File: src/shared/csl_pkg.sv
// Purpose: constants and types for the configuration strap latch and decoder
// Assumes: straps are static board levels; one core clock at 10 MHz
// Notes: mode codes are five bits; unlisted codes fall to a neutral decode
`default_nettype none
package csl_pkg;
    // ==========================================================
    // strap vector layout
    localparam int STRAP_W = 8;
    localparam int MODE_LSB = 0;
    localparam int MODE_W = 5;
    localparam int ADDR_POS = 5;
    localparam int REFCLK_POS = 6;
    localparam int LED_POS = 7;
    // ==========================================================
    // device mode codes
    localparam logic [4:0] MODE_NAND_TREE = 5'h04;
    localparam logic [4:0] MODE_DEV_PDOWN = 5'h07;
    localparam logic [4:0] MODE_SW_PD_PLL_ON = 5'h08;
    localparam logic [4:0] MODE_SW_PD_PLL_OFF = 5'h09;
    localparam logic [4:0] MODE_F1000_HOST = 5'h0a;
    localparam logic [4:0] MODE_F100_FD = 5'h0b;
    localparam logic [4:0] MODE_F1000_CLIENT = 5'h0d;
    // ==========================================================
    // register layout of the plain port
    localparam logic [1:0] OFS_STRAP = 2'h0;
    localparam logic [1:0] OFS_CTRL = 2'h1;
    localparam logic [1:0] OFS_MODE = 2'h2;
    localparam int CTRL_BCAST_POS = 0;
    localparam logic [7:0] CTRL_RESET = 8'h00;
    localparam logic [7:0] RDATA_RESET = 8'h00;
    // ==========================================================
    // decoded operating mode
    typedef enum logic [2:0] {
        OP_NORMAL, OP_NAND_TREE, OP_DEV_PDOWN, OP_SW_PD_PLL_ON,
        OP_SW_PD_PLL_OFF, OP_FORCED
    } csl_op_t;
    typedef enum logic [1:0] {SPD_NONE, SPD_100, SPD_1000} csl_speed_t;
endpackage
`default_nettype wire

File: src/rtl/csl_sync2.sv
// Purpose: two-flop synchroniser for a vector of strap pins
// Assumes: pins are asynchronous to core_clk
// Notes: first stage is read only by the second stage
`default_nettype none
module csl_sync2 #(
    parameter int W = 8
) (
    input wire logic core_clk,
    input wire logic rstSyncN,
    input wire logic [W-1:0] pinIn,
    output logic [W-1:0] pinSync
);
    typedef struct packed {
        logic [W-1:0] meta;
        logic [W-1:0] sync;
    } csl_sync_st_t;
    csl_sync_st_t st_r;
    csl_sync_st_t st_nxt;

    // ==========================================================
    // shift the pins through two stages
    always_comb
    begin
        st_nxt = st_r;
        st_nxt.meta = pinIn;
        st_nxt.sync = st_r.meta;
    end

    always_ff @(posedge core_clk or negedge rstSyncN)
    begin
        if (!rstSyncN)
        begin
            st_r <= '0;
        end
        else
        begin
            st_r <= st_nxt;
        end
    end

    assign pinSync = st_r.sync;
endmodule
`default_nettype wire

File: src/rtl/config_strap_latch_decode.sv
// Purpose: latch configuration straps at reset release and decode settings
// Assumes: straps settle before reset release; core_clk 10 MHz
// Notes: registers on a plain port; broadcast bit writable after load
`default_nettype none
module config_strap_latch_decode
(
    input wire logic core_clk,
    input wire logic resetn,
    input wire logic [4:0] modeStrap,
    input wire logic shared_address_strap,
    input wire logic ref_clock_out_strap,
    input wire logic led_style_strap,
    input wire logic [1:0] regAddr,
    input wire logic [7:0] regWdata,
    input wire logic regWr,
    input wire logic regRd,
    output logic [7:0] regRdata,
    output logic broadcastAddrEn,
    output logic refClockOutEn,
    output logic ledIndividual,
    output logic [4:0] deviceMode,
    output var csl_pkg::csl_op_t opMode,
    output var csl_pkg::csl_speed_t forcedSpeed,
    output logic forcedFullDuplex,
    output logic clockHost,
    output logic autoNegEn,
    output logic autoMdixEn,
    output logic eeeEn,
    output logic adv1000Half,
    output logic strapsValid
);
    import csl_pkg::*;

    typedef struct packed {
        logic [1:0] rstPipe;
    } csl_rst_st_t;

    typedef struct packed {
        logic loaded;
        logic [STRAP_W-1:0] straps;
        logic bcast;
        logic [7:0] rdata;
        logic refClk;
        logic ledInd;
        logic [4:0] mode;
        csl_op_t op;
        csl_speed_t spd;
        logic fullDup;
        logic host;
        logic aneg;
        logic [1:0] fill;
    } csl_st_t;

    csl_rst_st_t rst_r;
    csl_rst_st_t rst_nxt;
    csl_st_t st_r;
    csl_st_t st_nxt;
    logic rstSyncN;
    logic [STRAP_W-1:0] strapPins;
    logic [STRAP_W-1:0] strapSync;
    logic syncFull;

    // ==========================================================
    // reset release through two flops
    always_comb
    begin
        rst_nxt.rstPipe = {rst_r.rstPipe[0], 1'b1};
    end

    always_ff @(posedge core_clk or negedge resetn)
    begin
        if (!resetn)
        begin
            rst_r <= '0;
        end
        else
        begin
            rst_r <= rst_nxt;
        end
    end

    assign rstSyncN = rst_r.rstPipe[1];

    // ==========================================================
    // strap pins cross into the core domain
    assign strapPins = {led_style_strap, ref_clock_out_strap, shared_address_strap, modeStrap};

    csl_sync2 #(
        .W(STRAP_W)
    ) u_sync (
        .core_clk(core_clk),
        .rstSyncN(rstSyncN),
        .pinIn(strapPins),
        .pinSync(strapSync)
    );

    // decode a mode code into operating state
    function automatic csl_op_t decodeOp(input logic [4:0] m);
        csl_op_t o;
        o = OP_NORMAL;
        unique case (m)
            MODE_NAND_TREE: o = OP_NAND_TREE;
            MODE_DEV_PDOWN: o = OP_DEV_PDOWN;
            MODE_SW_PD_PLL_ON: o = OP_SW_PD_PLL_ON;
            MODE_SW_PD_PLL_OFF: o = OP_SW_PD_PLL_OFF;
            MODE_F1000_HOST, MODE_F100_FD, MODE_F1000_CLIENT: o = OP_FORCED;
            default: o = OP_NORMAL;
        endcase
        return o;
    endfunction

    // ==========================================================
    // capture, decode and register port
    always_comb
    begin
        st_nxt = st_r;
        st_nxt.rdata = RDATA_RESET;
        // count edges since release; saturates once the sync stages are full
        if (!st_r.fill[1])
        begin
            st_nxt.fill = st_r.fill + 2'h1;
        end
        if (!st_r.loaded)
        begin
            // the sync pipe needs two edges after release before its data are real
            st_nxt.loaded = 1'b1;
            st_nxt.straps = strapSync;
        end
        // hold off capture until the sync stages have refilled
        if (!st_r.loaded && !syncFull)
        begin
            st_nxt.loaded = 1'b0;
        end
        if (!st_r.loaded && syncFull)
        begin
            st_nxt.bcast = ~strapSync[ADDR_POS];
            st_nxt.refClk = strapSync[REFCLK_POS];
            st_nxt.ledInd = strapSync[LED_POS];
            st_nxt.mode = strapSync[MODE_LSB +: MODE_W];
            st_nxt.op = decodeOp(strapSync[MODE_LSB +: MODE_W]);
            st_nxt.spd = SPD_NONE;
            st_nxt.fullDup = 1'b0;
            st_nxt.host = 1'b0;
            st_nxt.aneg = (decodeOp(strapSync[MODE_LSB +: MODE_W]) == OP_NORMAL);
            if (strapSync[MODE_LSB +: MODE_W] == MODE_F1000_HOST)
            begin
                st_nxt.spd = SPD_1000;
                st_nxt.fullDup = 1'b1;
                st_nxt.host = 1'b1;
            end
            else if (strapSync[MODE_LSB +: MODE_W] == MODE_F100_FD)
            begin
                st_nxt.spd = SPD_100;
                st_nxt.fullDup = 1'b1;
            end
            else if (strapSync[MODE_LSB +: MODE_W] == MODE_F1000_CLIENT)
            begin
                st_nxt.spd = SPD_1000;
                st_nxt.fullDup = 1'b1;
            end
        end
        // software may rewrite the broadcast bit once loaded
        if (regWr && regAddr == OFS_CTRL && st_r.loaded)
        begin
            st_nxt.bcast = regWdata[CTRL_BCAST_POS];
        end
        if (regRd)
        begin
            unique case (regAddr)
                OFS_STRAP: st_nxt.rdata = st_r.straps;
                OFS_CTRL: st_nxt.rdata = {7'h00, st_r.bcast};
                OFS_MODE: st_nxt.rdata = {st_r.loaded, st_r.op, st_r.mode[3:0]};
                default: st_nxt.rdata = RDATA_RESET;
            endcase
        end
    end

    // two edges after release the sync stages hold real pin data
    assign syncFull = st_r.fill[1];

    always_ff @(posedge core_clk or negedge rstSyncN)
    begin
        if (!rstSyncN)
        begin
            st_r <= '0;
        end
        else
        begin
            st_r <= st_nxt;
        end
    end

    // ==========================================================
    // outputs straight from flops, except adv1000Half which is tied low
    assign regRdata = st_r.rdata;
    assign broadcastAddrEn = st_r.bcast;
    assign refClockOutEn = st_r.refClk;
    assign ledIndividual = st_r.ledInd;
    assign deviceMode = st_r.mode;
    assign opMode = st_r.op;
    assign forcedSpeed = st_r.spd;
    assign forcedFullDuplex = st_r.fullDup;
    assign clockHost = st_r.host;
    assign autoNegEn = st_r.aneg;
    assign autoMdixEn = st_r.aneg;
    assign eeeEn = st_r.aneg;
    assign adv1000Half = 1'b0;
    assign strapsValid = st_r.loaded;

    // ==========================================================
    // checks
    // frozen after load
    property p_frozen;
        @(posedge core_clk) disable iff (!rstSyncN)
        st_r.loaded |=> $stable(st_r.straps) && $stable(st_r.mode);
    endproperty
    a_frozen: assert property (p_frozen) else $error("straps changed after load");

    property p_inverse;
        @(posedge core_clk) disable iff (!rstSyncN)
        $rose(st_r.loaded) |-> broadcastAddrEn == ~st_r.straps[ADDR_POS];
    endproperty
    a_inverse: assert property (p_inverse) else $error("broadcast bit not inverse");

    property p_refclk;
        @(posedge core_clk) disable iff (!rstSyncN)
        st_r.loaded |-> refClockOutEn == st_r.straps[REFCLK_POS];
    endproperty
    a_refclk: assert property (p_refclk) else $error("ref clock enable mismatch");

    property p_led;
        @(posedge core_clk) disable iff (!rstSyncN)
        st_r.loaded |-> ledIndividual == st_r.straps[LED_POS];
    endproperty
    a_led: assert property (p_led) else $error("led style mismatch");

    property p_nand;
        @(posedge core_clk) disable iff (!rstSyncN)
        st_r.loaded && deviceMode == MODE_NAND_TREE |-> opMode == OP_NAND_TREE;
    endproperty
    a_nand: assert property (p_nand) else $error("nand tree decode wrong");

    property p_swpd;
        @(posedge core_clk) disable iff (!rstSyncN)
        st_r.loaded && deviceMode == MODE_SW_PD_PLL_OFF |-> opMode == OP_SW_PD_PLL_OFF;
    endproperty
    a_swpd: assert property (p_swpd) else $error("pll-off power-down decode wrong");

    property p_devpd;
        @(posedge core_clk) disable iff (!rstSyncN)
        st_r.loaded && deviceMode == MODE_DEV_PDOWN |-> opMode == OP_DEV_PDOWN;
    endproperty
    a_devpd: assert property (p_devpd) else $error("device power-down decode wrong");

    property p_pllon;
        @(posedge core_clk) disable iff (!rstSyncN)
        st_r.loaded && deviceMode == MODE_SW_PD_PLL_ON |-> opMode == OP_SW_PD_PLL_ON;
    endproperty
    a_pllon: assert property (p_pllon) else $error("pll-on power-down decode wrong");

    property p_f100;
        @(posedge core_clk) disable iff (!rstSyncN)
        st_r.loaded && deviceMode == MODE_F100_FD
        |-> forcedSpeed == SPD_100 && forcedFullDuplex && !clockHost && !autoNegEn;
    endproperty
    a_f100: assert property (p_f100) else $error("forced 100 decode wrong");

    property p_client;
        @(posedge core_clk) disable iff (!rstSyncN)
        st_r.loaded && deviceMode == MODE_F1000_CLIENT
        |-> forcedSpeed == SPD_1000 && forcedFullDuplex && !clockHost && !autoMdixEn && !eeeEn;
    endproperty
    a_client: assert property (p_client) else $error("forced client decode wrong");

    property p_host;
        @(posedge core_clk) disable iff (!rstSyncN)
        st_r.loaded && deviceMode == MODE_F1000_HOST
        |-> forcedSpeed == SPD_1000 && clockHost && !autoNegEn;
    endproperty
    a_host: assert property (p_host) else $error("forced host decode wrong");

    property p_load;
        @(posedge core_clk) disable iff (!rstSyncN)
        $rose(syncFull) |=> strapsValid && deviceMode == $past(strapSync[MODE_LSB +: MODE_W]);
    endproperty
    a_load: assert property (p_load) else $error("mode not captured at release");

    property p_nohalf;
        @(posedge core_clk) disable iff (!rstSyncN)
        strapsValid |-> !adv1000Half;
    endproperty
    a_nohalf: assert property (p_nohalf) else $error("gigabit half advertised");
endmodule
`default_nettype wire

File: config.mk
export PLATFORM = sky130hd
export DESIGN_NAME = config_strap_latch_decode
export DESIGN_NICKNAME = d
export VERILOG_FILES = /design/src/shared/csl_pkg.sv /design/src/rtl/csl_sync2.sv /design/src/rtl/config_strap_latch_decode.sv
export SDC_FILE = /design/constraint.sdc
export NUM_CORES = 1
export LEC_CHECK = 0
export BUFFER_PORTS_ARGS = -buffer_cell sky130_fd_sc_hd__buf_2
export CORE_MARGIN = 1.5
export CORE_UTILIZATION = 45
export DETAILED_ROUTE_END_ITERATION = 8
export PLACE_DENSITY = 0.78
export SLEW_MARGIN = 15
export SYNTH_ARGS = -nofsm -noshare
export SYNTH_HDL_FRONTEND = slang
export SYNTH_SLANG_ARGS = --single-unit
export TNS_END_PERCENT = 100
File: constraint.sdc
create_clock -name core_clk -period 5.1 [get_ports core_clk]
set_clock_uncertainty 0.1 [all_clocks]
set_input_delay 0.765 -clock core_clk [delete_from_list [all_inputs] [get_ports core_clk]]
set_output_delay 0.765 -clock core_clk [all_outputs]
set_load 0.01 [all_outputs]
## After elaboration in Yosys (flattened, before gate mapping)

Cells that the tools add are included.

| operators by class | value |
|---|---|
| add/subtract/negate cells | 1 |
| equal/unequal tests | 9 |
| mux-type cells | 12 |
| bitwise gates (word level) | 1 |
| reduce and logical (&&, ||, !) cells | 10 |

Operator list:

| cell | number |
|---|---|
| equality test 5 x 4 -> 1 bit, second input constant | 5 |
| case mux 8 bit (3 select lines) | 1 |
| case mux 3 bit (5 select lines) | 1 |
| 2-to-1 mux 3 bit | 4 |
| equality test 5 x 3 -> 1 bit, second input constant | 2 |
| 2-to-1 mux 8 bit | 1 |
| logical AND 1 bit | 4 |
| 2-to-1 mux 1 bit | 4 |
| zero test 3 bit | 1 |
| OR reduction 3 bit | 1 |
| adder 2 x 1 -> 2 bit, second input constant | 1 |
| equality test 2 x 1 -> 1 bit, second input constant | 1 |
| equality test 2 bit, second input constant | 1 |
| zero test 1 bit | 2 |
| zero test 2 bit | 1 |
| 2-to-1 mux 2 bit | 1 |
| nonzero test 2 bit | 1 |
| NOT 1 bit | 1 |

| storage, ports and cells | value |
|---|---|
| register bits | 53 |
| input port bits | 22 |
| word-level logic and storage cells | 50 |

## Depth between registers and ports, before layout

Gate-level depths: netlist (run 1).

| depth | value |
|---|---|
| depth in word-level cells | 5 |
| gate-level depth with buffers | 5 |

## By module

From an unflattened synthesis (run 1), not the netlist that was laid out.

| unflattened totals | value |
|---|---|
| cell total of the unflattened synthesis | 155 |
| area, all modules | 2,098.3 um2 |

Modules (own cells, without submodules):

| module | times used | cells an instance | area each (um2) | seq. area each (um2) |
|---|---|---|---|---|
| config_strap_latch_decode | 1 | 139 | 1,697.9 | 925.9 |
| csl_sync2 | 1 | 16 | 400.4 | 400.4 |

## Worst setup path after synthesis (run 1)

OpenSTA, ideal clock, no wires.

| timing path | value |
|---|---|
| path kind | in2reg |
| start | in regAddr[1] |
| end | reg st_r, in the netlist regRdata[0] |
| library setup time | 0.119 ns |
| data arrival time | 1.371 ns |
| required time | 4.881 ns |
| setup slack | 3.510 ns |
| cell stages on the path | 4 |
| path buffers | 1 |
| cells stage by stage | buf_2 mux2i_1 o21ai_0 and2_1 |

RTL lines:

| item | RTL line | text |
|---|---|---|
| start, declared | config_strap_latch_decode.sv:13 | `input wire logic [1:0] regAddr,` |
| end signal, assigned | config_strap_latch_decode.sv:189 | `st_r <= st_nxt;` |
| end, declared | config_strap_latch_decode.sv:56 | `csl_st_t st_r;` |

## Worst setup path after layout (run 1)

| timing path | value |
|---|---|
| start | reg st_r, in the netlist strapsValid |
| end | out strapsValid |

RTL lines:

| item | RTL line | text |
|---|---|---|
| end, declared | config_strap_latch_decode.sv:30 | `output logic strapsValid` |

No word-level cell between the ends.

==> metrics.md, run 1 <==
| Metric | Value |
|---|---|
| Status | `finished, violations left` |
| Violations in the final reports | `DRC` |
| Delay-heaviest family, CP | `flip-flops` |
| Compound-gate portion of the synthesized area | `0.0493` |
| Clk slew on worst S/H paths | `0.09 ns` |
| Synth unique cells | `32` |
| Critical path class | `flop to output pin` |
| Postcts setup bufs | `0` |
| Critical-path top delay cell | `dfrtp_1` |
| Port buffer count | `41` |
| Max Clk Rate | `489 MHz` |
| Worst r2r src | `strapsValid` |
| Max VDD drop | `0.000208 V` |
| Cell with the most instances after synthesis | `dfrtp_1` |
| Tmin final | `2.04 ns` |
| Critical path depth | `1` |
| Worst-Skew Late Latency | `0.30 ns` |
| P&R area growth vs syn | `7.90%` |
| Post-Layout Cell Count | `246` |
| CP endpoint | `strapsValid` |
| Net Switching | `0.164 mW` |
| Largest net degree at the start of global routing | `52` |
| H-tree depth | `2` |
| Count of nets after finishing | `215` |
| CTS max path bufs | `2` |
| Drt drc | `1` |
| Post-synth top area share | `0.629` |
| EDFF count, synth | `0` |
| Ys flop type | `dfrtp_1` |
| Gr usage total | `0.135` |
| Part of the power in registers | `0.622` |
| #FFs+latches synth | `53` |
| Int Power | `0.574 mW` |
| Adder-Cell Fraction of Synth Area | `0` |
| Antenna viol nets, final | `0` |
| Tcrit/Tclk final | `0.401` |
| Multi-input logic area | `583 um^2` |
| Grt total ovfl | `0` |
| CP Launch Type | `flop` |
| IO Count | `50` |
| N_diodes | `0` |
| Final Max Slew Viols | `0` |
| Final hold vios | `0` |
| Buf+Inv Stages, Crit Path | `1` |
| Hold_buf cts | `0` |
| Num rows | `24` |
| Yosys top cell by area | `dfrtp_1` |
| Setup crit end kind | `output pin` |
| Tightest Pin Transition | `0.742 ns` |
| Post-Place Cells | `238` |
| Simple-Gate Fraction of Synth Area | `0.131` |
| Drt via density | `4.89` |
| Worst r2r path cells | `3` |
| Avg Cell Area, Syn | `12.2 um^2` |
| Commonest cells post-synth | `53 x dfrtp_1, 27 x nand2_1, 21 x buf_4` |
| First-pass GRT wire length | `5400 um` |
| Post-layout util | `0.512` |
| Share of layout cells above drive strength 1 | `0.304` |
| Reg area | `1330 um^2` |
| Mux cell area share after synthesis | `0.0808` |
| Synth Area in XOR/XNOR | `0.0125` |
| Post-Route WL | `3120 um` |
| Drt first pass iters | `6` |
| Seq/Total Area, Yosys | `0.629` |
| Req. time, crit path | `4.24 ns` |
| TritonCTS clock tree | `yes` |
| YS warnings | `0` |
| Clock power share | `0.316` |
| Fillers | `401` |
| Share of flip-flops with an asynchronous set or reset | `1.00` |
| Main combinational cell family by area after synthesis | `simple AND/OR/NAND/NOR gates` |
| CTS buffer count | `5` |
| Core area | `4440 um^2` |
| RePlAce Congestion | `0.755` |
| Relative slew slack | `0.505` |
| Worst setup startpoint | `strapsValid` |
| Sw frac | `0.223` |
| R2R Setup Slk | `3.14 ns` |
| Die Span Y | `71.4 um` |
| CP max stage delay | `0.66 ns` |
| Antenna violations before repair | `0` |
| Critical path arrival | `1.18 ns` |
| Cts repair resizes | `0` |
| Vias in the first global route | `1179` |
| Root cell of the clock tree | `clkbuf_8` |
| Post-DP HPWL | `2150 um` |
| RSZ-0062 raised after global routing | `no` |
| Iter 0 DRT Violations | `57` |
| Synth Net Count | `195` |
| LEAKAGE | `1.12 nW` |
| Sink Count | `53` |
| PD cells | `325 nW/um^2` |
| Via total after detailed routing | `1202` |
| Die X-Extent | `71.4 um` |
| FF-to-FF End | `forcedSpeed[1]` |
| Crit-path cells | `buf_2` |
| Average wire per standard cell | `12.7 um` |
| Initial Util | `0.474` |
| Area contributors post-synth | `dfrtp_1 63%, buf_4 7.5%, nand2_1 4.8%` |
| Synth Cell Area | `2110 um^2` |
| Synth Instances | `173` |
| HP Class | `primary input to async pin` |
| Maxcap violations | `0` |
| CP max FO | `16` |
| Die ar. | `5100 um^2` |
| Setup TNS | `0 ns` |
| # setup viols final | `0` |
| Combinational Power Share | `0.062` |
per-stage QoR:
stage / area (um^2) / total power, mW / hold WS (ns) / setup slack [ns]
floorplan: 2110 / 0.503 / 0.231 / 3.42
global placement: 2180 / 0.513 / 0.233 / 3.14
detailed placement: 2180 / 0.515 / 0.236 / 3.09
CTS: 2270 / 0.747 / 0.122 / 3.03
global route: 2270 / 0.773 / 0.124 / 2.95
finish: 2270 / 0.738 / 0.131 / 3.06
area by class of cell:
cell class	instances	share of cell area
tap	52	0.0286
multi-input combinational	92	0.256
sequential	53	0.585
timing repair buffer	41	0.0903
clock buffer	8	0.0396
cells in the final DEF, fill, tap and decap left out, drive strengths merged, types with 2 or more instances in the layout:
master  count
a211oi      2
a22o        2
buf        41
clkbuf      8
conb        2
dfrtp      53
mux2        8
mux2i       8
nand2      27
nand2b      6
nand3b      5
nor2        9
o21ai       5
o31ai       2
or2         3
xnor2       2
logic make-up (layout without fill, tap and decap cells):
logic type	count (synthesis)	after routing
buffers and inverters	28	49
XOR/XNOR	3	3
multiplexers	16	16
other	2	2
flip-flops	53	53
AND/OR/NAND/NOR	56	56
AO/OA/AOI/OAI	15	15
how the worst min path moves through the flow:
| stage | start | end |
|---|---|---|
| after floorplan | rst_r[0] | rst_r[1] |
| after global placement | u_sync.st_nxt[0] | u_sync.pinSync[0] |
| after detailed placement | u_sync.st_nxt[7] | u_sync.pinSync[7] |
| after CTS | resetn | rst_r[1] |
| after global routing | resetn | rst_r[1] |
| final | resetn | rst_r[1] |
state kept, by name, summed over array words and instances, names as in the netlist:
name / flops
autoMdixEn: 1
broadcastAddrEn: 1
clockHost: 1
deviceMode: 5
forcedFullDuplex: 1
forcedSpeed: 2
ledIndividual: 1
opMode: 3
refClockOutEn: 1
regRdata: 8
rst_r: 2
st_r: 10
strapsValid: 1
u_sync.pinSync: 8
u_sync.st_nxt: 8
metal layers:
layer  wire length [um]  up-vias  share of wire  global-route usage
li1                   -      587              -                   -
met1               1390      576           0.44               0.173
met2               1520       33           0.49               0.225
met3                177        6          0.057              0.0352
met4                 36        0          0.012              0.0449
met5                  0        -              0                   0
worst reg2reg max path, cell delays in order (launching register included):
cell and delay (ns):
dfrtp_1 0.66, nand2b_1 0.66, nor2_1 0.19, a22o_1 0.24
power by group through the flow:
stage / clock network, mW / logic, mW / registers, mW
6_report: 0.233 / 0.0461 / 0.459
4_1_cts: 0.240 / 0.0467 / 0.460
5_1_grt: 0.258 / 0.0515 / 0.464
3_5_place_dp: 0 / 0.0466 / 0.468
3_3_place_gp: 0 / 0.0455 / 0.468
2_1_floorplan: 0 / 0.0395 / 0.463
(Power assumes the default switching activity.)
==> run 2: changes to the inputs <==
clock period = 1.91 ns   (was 5.1 ns; I/O delays follow)
==> run 2 against run 1 <==
The run still ends with DRC left. Via count grew 3.5%. Utilization rose by 2.6 points. Sequential power grew to 2.6 times the previous value. Routed wire length grew 7.2%. Non-clock buffer count rose by 14. Sequential share of layout area fell by 3.0 points. Worst setup slack got worse by 2.7 ns. Global-route usage rose by 1.0 points. First-iteration DRC count grew 28%.
==> metrics.md, run 2 (synthesis results as in run 1) <==
| Metric | Value |
|---|---|
| CP max FO | `10 (was 16)` |
| Count of nets after finishing | `229 (was 215)` |
| Die ar. | `5100 um^2 (unchanged)` |
| Postcts setup bufs | `0 (unchanged)` |
| TritonCTS clock tree | `yes (unchanged)` |
| Cts repair resizes | `0 (unchanged)` |
| Die Span Y | `71.4 um (unchanged)` |
| Post-DP HPWL | `2290 um (was 2150 um)` |
| CTS buffer count | `5 (unchanged)` |
| Most common cell after layout, fill and taps aside | `dfrtp_1 (unchanged)` |
| HP Class | `primary input to flop (was primary input to async pin)` |
| PD cells | `818 nW/um^2 (was 325 nW/um^2)` |
| Core area | `4440 um^2 (unchanged)` |
| Post-Place Cells | `243 (was 238)` |
| Status | `finished, violations left (unchanged)` |
| Gr usage total | `0.145 (was 0.135)` |
| Die X-Extent | `71.4 um (unchanged)` |
| Fillers | `395 (was 401)` |
| Number of flip-flops in the largest register | `10 (unchanged)` |
| IO Count | `50 (unchanged)` |
| RePlAce Congestion | `0.837 (was 0.755)` |
| Violations in the final reports | `DRC (unchanged)` |
| Tmin final | `1.54 ns` |
| Maxcap violations | `0 (unchanged)` |
| Clk slew on worst S/H paths | `0.09 ns (about the same)` |
| Port buffer count | `41 (unchanged)` |
| Worst hold start | `regWdata[0]` |
| Worst-Skew Late Latency | `0.30 ns (about the same)` |
| P&R area growth vs syn | `13.5% (was 7.90%)` |
| Grt total ovfl | `0 (unchanged)` |
| RSZ-0062 raised after global routing | `no (unchanged)` |
| Antenna viol nets, final | `0 (unchanged)` |
| Max VDD drop | `0.000532 V (was 0.000208 V)` |
| Critical path arrival | `1.64 ns (was 1.18 ns)` |
| Post-Route WL | `3350 um (was 3120 um)` |
| CP Launch Type | `flop (unchanged)` |
| Sink Count | `53 (unchanged)` |
| Tightest Pin Transition | `0.611 ns (was 0.742 ns)` |
| Final Max Slew Viols | `0 (unchanged)` |
| Vias in the first global route | `1283 (was 1179)` |
| H-tree depth | `2 (unchanged)` |
| Largest net degree at the start of global routing | `52 (unchanged)` |
| Most frequent cells in the layout | `52 x dfrtp_1, 41 x buf_2, 27 x nand2_1 (unchanged)` |
| Largest Register | `st_r (unchanged)` |
| CTS max path bufs | `2 (unchanged)` |
| Share of layout cells above drive strength 1 | `0.313 (was 0.304)` |
| Average wire per standard cell | `12.9 um (was 12.7 um)` |
| Post-Layout Cell Count | `260 (was 246)` |
| Num rows | `24 (unchanged)` |
| Setup TNS | `0 ns (unchanged)` |
| Critical path class | `flop to flop (was flop to output pin)` |
| LEAKAGE | `1.18 nW (was 1.12 nW)` |
| Drt via density | `4.78 (was 4.89)` |
| Tcrit/Tclk final | `0.808` |
| Via total after detailed routing | `1244 (was 1202)` |
| N_diodes | `0 (unchanged)` |
| Drt first pass iters | `6 (unchanged)` |
| Worst setup startpoint | `strapsValid (unchanged)` |
| Drt drc | `1 (unchanged)` |
| Antenna violations before repair | `0 (unchanged)` |
| Max Clk Rate | `648 MHz` |
| Worst r2r src | `strapsValid (unchanged)` |
| Root cell of the clock tree | `clkbuf_8 (unchanged)` |
| First-pass GRT wire length | `5690 um (was 5400 um)` |
| Hold_buf cts | `9 (was 0)` |
| Final hold vios | `0 (unchanged)` |
| Req. time, crit path | `2.00 ns (was 4.24 ns)` |
| Iter 0 DRT Violations | `73 (was 57)` |
| Initial Util | `0.474 (unchanged)` |
| Relative slew slack | `0.593 (was 0.505)` |
| # setup viols final | `0 (unchanged)` |
| Setup crit end kind | `flop (was output pin)` |
run 2: worst paths after layout:
kind	to	slack (ns)	depth (start not counted)
worst max-delay path	broadcastAddrEn	0.37	4
worst min-delay path	broadcastAddrEn	0.09	3
worst max register to register	broadcastAddrEn	0.37	4
worst min register to register	u_sync.pinSync[5]	0.25	0
max in group asynchronous	opMode[2]	1.04	1
min in group asynchronous	rst_r[0]	0.20	2
run 2: metrics by stage:
step / worst slack, ns / area, um^2 / hold slack, ns / util / power [mW]
after detailed placement: 0.364 / 2220 / -0.0266 / 0.499 / 1.38
after global placement: 0.391 / 2220 / -0.0284 / 0.499 / 1.37
after global routing: 0.279 / 2390 / 0.110 / 0.538 / 2.06
after floorplan: 0.225 / 2110 / -0.109 / - / 1.34
final: 0.366 / 2390 / 0.0932 / 0.538 / 1.96
after CTS: 0.360 / 2390 / 0.0886 / 0.538 / 1.98
run 2: final cells by class:
| class | count | area (um^2) | share of cell area |
|---|---|---|---|
| flip-flops and latches | 53 | 1330 | 0.555 |
| repair buffers | 55 | 333 | 0.139 |
| well taps | 52 | 65.1 | 0.0272 |
| clock buffers | 6 | 72.6 | 0.0304 |
| clock inverters | 2 | 10.0 | 0.00419 |
| multi-input cells | 92 | 583 | 0.244 |
run 2: power breakdown:
| part | total, mW | switching [mW] | internal (mW) |
|---|---|---|---|
| Sequential | 1.21 | 0.0317 | 1.17 |
| Combinational | 0.163 | 0.0843 | 0.0782 |
| Clock | 0.588 | 0.334 | 0.254 |
run 2: critical path, stage by stage (launching register included):
cell	delay, ns
dfrtp_1	0.49
nand2b_1	0.36
buf_4	0.27
a21oi_1	0.15
o21ai_1	0.07
run 2: layer usage:
metal | global-route usage | routed length (um) | up-vias
met5 | 0 | 0 | -
met4 | 0.0705 | 52 | 0
met3 | 0.0408 | 186 | 5
met2 | 0.246 | 1620 | 32
met1 | 0.171 | 1490 | 598
li1 | - | - | 609
==> run 3: changes to the inputs <==
PLACE_DENSITY = 0.8   (was 0.78)
clock period = 1.4 ns   (was 1.91 ns; I/O delays follow)
==> run 3 against run 2 <==
Utilization rose by 2.3 points. Maximum frequency rose by 15%. Sequential share of layout area fell by 2.2 points. Total power rose by 39%. Cell area rose by 4.2%. Critical endpoint is now opMode[1]. Global-route usage rose by 0.22 points. First-iteration DRC count rose by 53%. Register-to-register slack got worse by 0.31 ns. The run still ends with DRC left.
==> metrics.md, run 3 (synthesis results as in run 1) <==
| Metric | Value |
|---|---|
| Critical path depth | `3 (was 4)` |
| WL met3 | `185 um (was 186 um)` |
| Top Layer Used | `met4 (unchanged)` |
| Sw frac | `0.223 (was 0.230)` |
| Share of layout cells above drive strength 1 | `0.356 (was 0.313)` |
| # setup viols final | `0 (unchanged)` |
| Setup crit end kind | `flop (unchanged)` |
| RePlAce Congestion | `0.792 (was 0.837)` |
| Part of the power in registers | `0.601 (was 0.616)` |
| Count of nets after finishing | `238 (was 229)` |
| P&R area growth vs syn | `18.2% (was 13.5%)` |
| Via total after detailed routing | `1292 (was 1244)` |
| Wire length on met1 | `1540 um (was 1490 um)` |
| Final Power | `2.72 mW (was 1.96 mW)` |
| CP max stage delay | `0.51 ns (was 0.49 ns)` |
| HP Class | `primary input to flop (unchanged)` |
| RSZ-0062 raised after global routing | `no (unchanged)` |
| Drt first pass iters | `6 (unchanged)` |
| Drt drc | `5 (was 1)` |
| Post-Place Cells | `252 (was 243)` |
| CTS buffer count | `5 (unchanged)` |
| Sink Count | `53 (unchanged)` |
| Worst setup startpoint | `u_sync.pinSync[2] (was strapsValid)` |
| Grt total ovfl | `0 (unchanged)` |
| Largest net degree at the start of global routing | `52 (unchanged)` |
| DR WL met2 | `1560 um (was 1620 um)` |
| Initial Util | `0.474 (unchanged)` |
| PD cells | `1090 nW/um^2 (was 818 nW/um^2)` |
| Post-DP HPWL | `2330 um (was 2290 um)` |
| Final worst setup slack | `0.0528 ns (was 0.366 ns)` |
| Hold path depth | `3 (unchanged)` |
| Tmin final | `1.35 ns (was 1.54 ns)` |
| Critical path arrival | `1.47 ns (was 1.64 ns)` |
| Final Max Slew Viols | `0 (unchanged)` |
| Core area | `4440 um^2 (unchanged)` |
| Die X-Extent | `71.4 um (unchanged)` |
| Worst r2r src | `u_sync.pinSync[2] (was strapsValid)` |
| CTS max path bufs | `2 (unchanged)` |
| Clk slew on worst S/H paths | `0.08 ns (was 0.09 ns)` |
| Antenna viol nets, final | `0 (unchanged)` |
| Drt via density | `4.82 (was 4.78)` |
| Status | `finished, violations left (unchanged)` |
| Maxcap violations | `0 (unchanged)` |
| Int Power | `2.12 mW (was 1.51 mW)` |
| IO Count | `50 (unchanged)` |
| Post-Layout Cell Count | `268 (was 260)` |
| Post-Route WL | `3360 um (was 3350 um)` |
| Worst r2r path cells | `3 (was 4)` |
| Clock power share | `0.307 (was 0.301)` |
| R2R Setup Slk | `0.05 ns (was 0.37 ns)` |
| Root cell of the clock tree | `clkbuf_8 (unchanged)` |
| TritonCTS clock tree | `yes (unchanged)` |
| Buf+Inv Stages, Crit Path | `0 (was 1)` |
| Die Span Y | `71.4 um (unchanged)` |
| Delay-heaviest family, CP | `simple AND/OR/NAND/NOR gates (was flip-flops)` |
| Max Clk Rate | `742 MHz (was 648 MHz)` |
| Crit-path cells | `or4b_1 -> o21a_1 -> o31ai_2 (was nand2b_1 -> buf_4 -> a21oi_1 -> o21ai_1)` |
| Tcrit/Tclk final | `0.962 (was 0.808)` |
| Most frequent cells in the layout | `51 x dfrtp_1, 41 x buf_2, 27 x nand2_1 (was 52 x dfrtp_1, 41 x buf_2, 27 x nand2_1)` |
| Fillers | `388 (was 395)` |
| Iter 0 DRT Violations | `112 (was 73)` |
| Combinational Power Share | `0.091 (was 0.083)` |
| Net Switching | `0.607 mW (was 0.450 mW)` |
| Average wire per standard cell | `12.5 um (was 12.9 um)` |
| CP endpoint | `opMode[1] (was broadcastAddrEn)` |
| Max VDD drop | `0.000746 V (was 0.000532 V)` |
| Final hold vios | `0 (unchanged)` |
| Gr usage total | `0.148 (was 0.145)` |
| CP max FO | `2 (was 10)` |
| Pre-CTS setup slack | `0.0609 ns (was 0.364 ns)` |
| Number of flip-flops in the largest register | `10 (unchanged)` |
| Largest Register | `st_r (unchanged)` |
| Critical-path top delay cell | `or4b_1 (was dfrtp_1)` |
| Port buffer count | `41 (unchanged)` |
| Violations in the final reports | `DRC (unchanged)` |
| Vias in the first global route | `1241 (was 1283)` |
| First-pass GRT wire length | `5640 um (was 5690 um)` |
| H-tree depth | `2 (unchanged)` |
| Num rows | `24 (unchanged)` |
| Die ar. | `5100 um^2 (unchanged)` |
| CP Launch Type | `flop (unchanged)` |
| Critical path class | `flop to flop (unchanged)` |
| N_diodes | `0 (unchanged)` |
| Worst-Skew Late Latency | `0.30 ns (about the same)` |
| LEAKAGE | `1.24 nW (was 1.18 nW)` |
| FF-to-FF End | `opMode[1] (was broadcastAddrEn)` |
| Req. time, crit path | `1.52 ns (was 2.00 ns)` |
| Most common cell after layout, fill and taps aside | `dfrtp_1 (unchanged)` |
| Antenna violations before repair | `0 (unchanged)` |
[run 3: cell type report]
| type | count | area [um^2] | share of cell area |
|---|---|---|---|
| clock buffer | 7 | 86.3 | 0.0347 |
| tap | 52 | 65.1 | 0.0261 |
| multi-input combinational | 92 | 598 | 0.240 |
| timing repair buffer | 64 | 413 | 0.166 |
| sequential | 53 | 1330 | 0.533 |
[run 3: power by group through the flow]
stage	clock network, mW	logic (mW)	registers [mW]
6_report	0.836	0.249	1.64
5_1_grt	0.934	0.276	1.65
4_1_cts	0.870	0.249	1.64
3_5_place_dp	0	0.230	1.67
3_3_place_gp	0	0.225	1.66
2_1_floorplan	0	0.146	1.69
[run 3: timing repair]
item | CTS | global route
hold endpoints to repair | 10 | 0
gates resized for setup | 0 | 5
buffers inserted | 0 | 0
setup endpoints to repair | 0 | 3
hold buffers | 9 | 0
[run 3: through the flow]
stage	hold WS, ns	area (um^2)	TNS, ns	util
2_1_floorplan	-0.186	2110	-0.0206	-
3_3_place_gp	-0.105	2300	0	0.517
3_5_place_dp	-0.103	2300	0	0.517
4_1_cts	0.000705	2470	0	0.557
5_1_grt	0.0180	2490	0	0.561
6_report	0.00968	2490	0	0.561
[run 3: per-layer routing]
| layer | GRT usage | vias up |
|---|---|---|
| li1 | - | 630 |
| met1 | 0.182 | 621 |
| met2 | 0.233 | 33 |
| met3 | 0.0450 | 8 |
| met4 | 0.0833 | 0 |
| met5 | 0 | - |
[run 3: how the worst min path moves through the flow]
stage | from | to | slack [ns]
6_report | regWdata[0] | broadcastAddrEn | 0.01
2_1_floorplan | resetn | rst_r[0] | -0.19
3_5_place_dp | resetn | rst_r[0] | -0.10
3_3_place_gp | resetn | rst_r[0] | -0.10
4_1_cts | regWdata[0] | broadcastAddrEn | 0.0007
5_1_grt | regWdata[0] | broadcastAddrEn | 0.02
[run 3: tightest hold or removal path, cell delays in order]
cell and delay (ns):
buf_2 0.08, nand2_1 0.04, o21ai_1 0.06
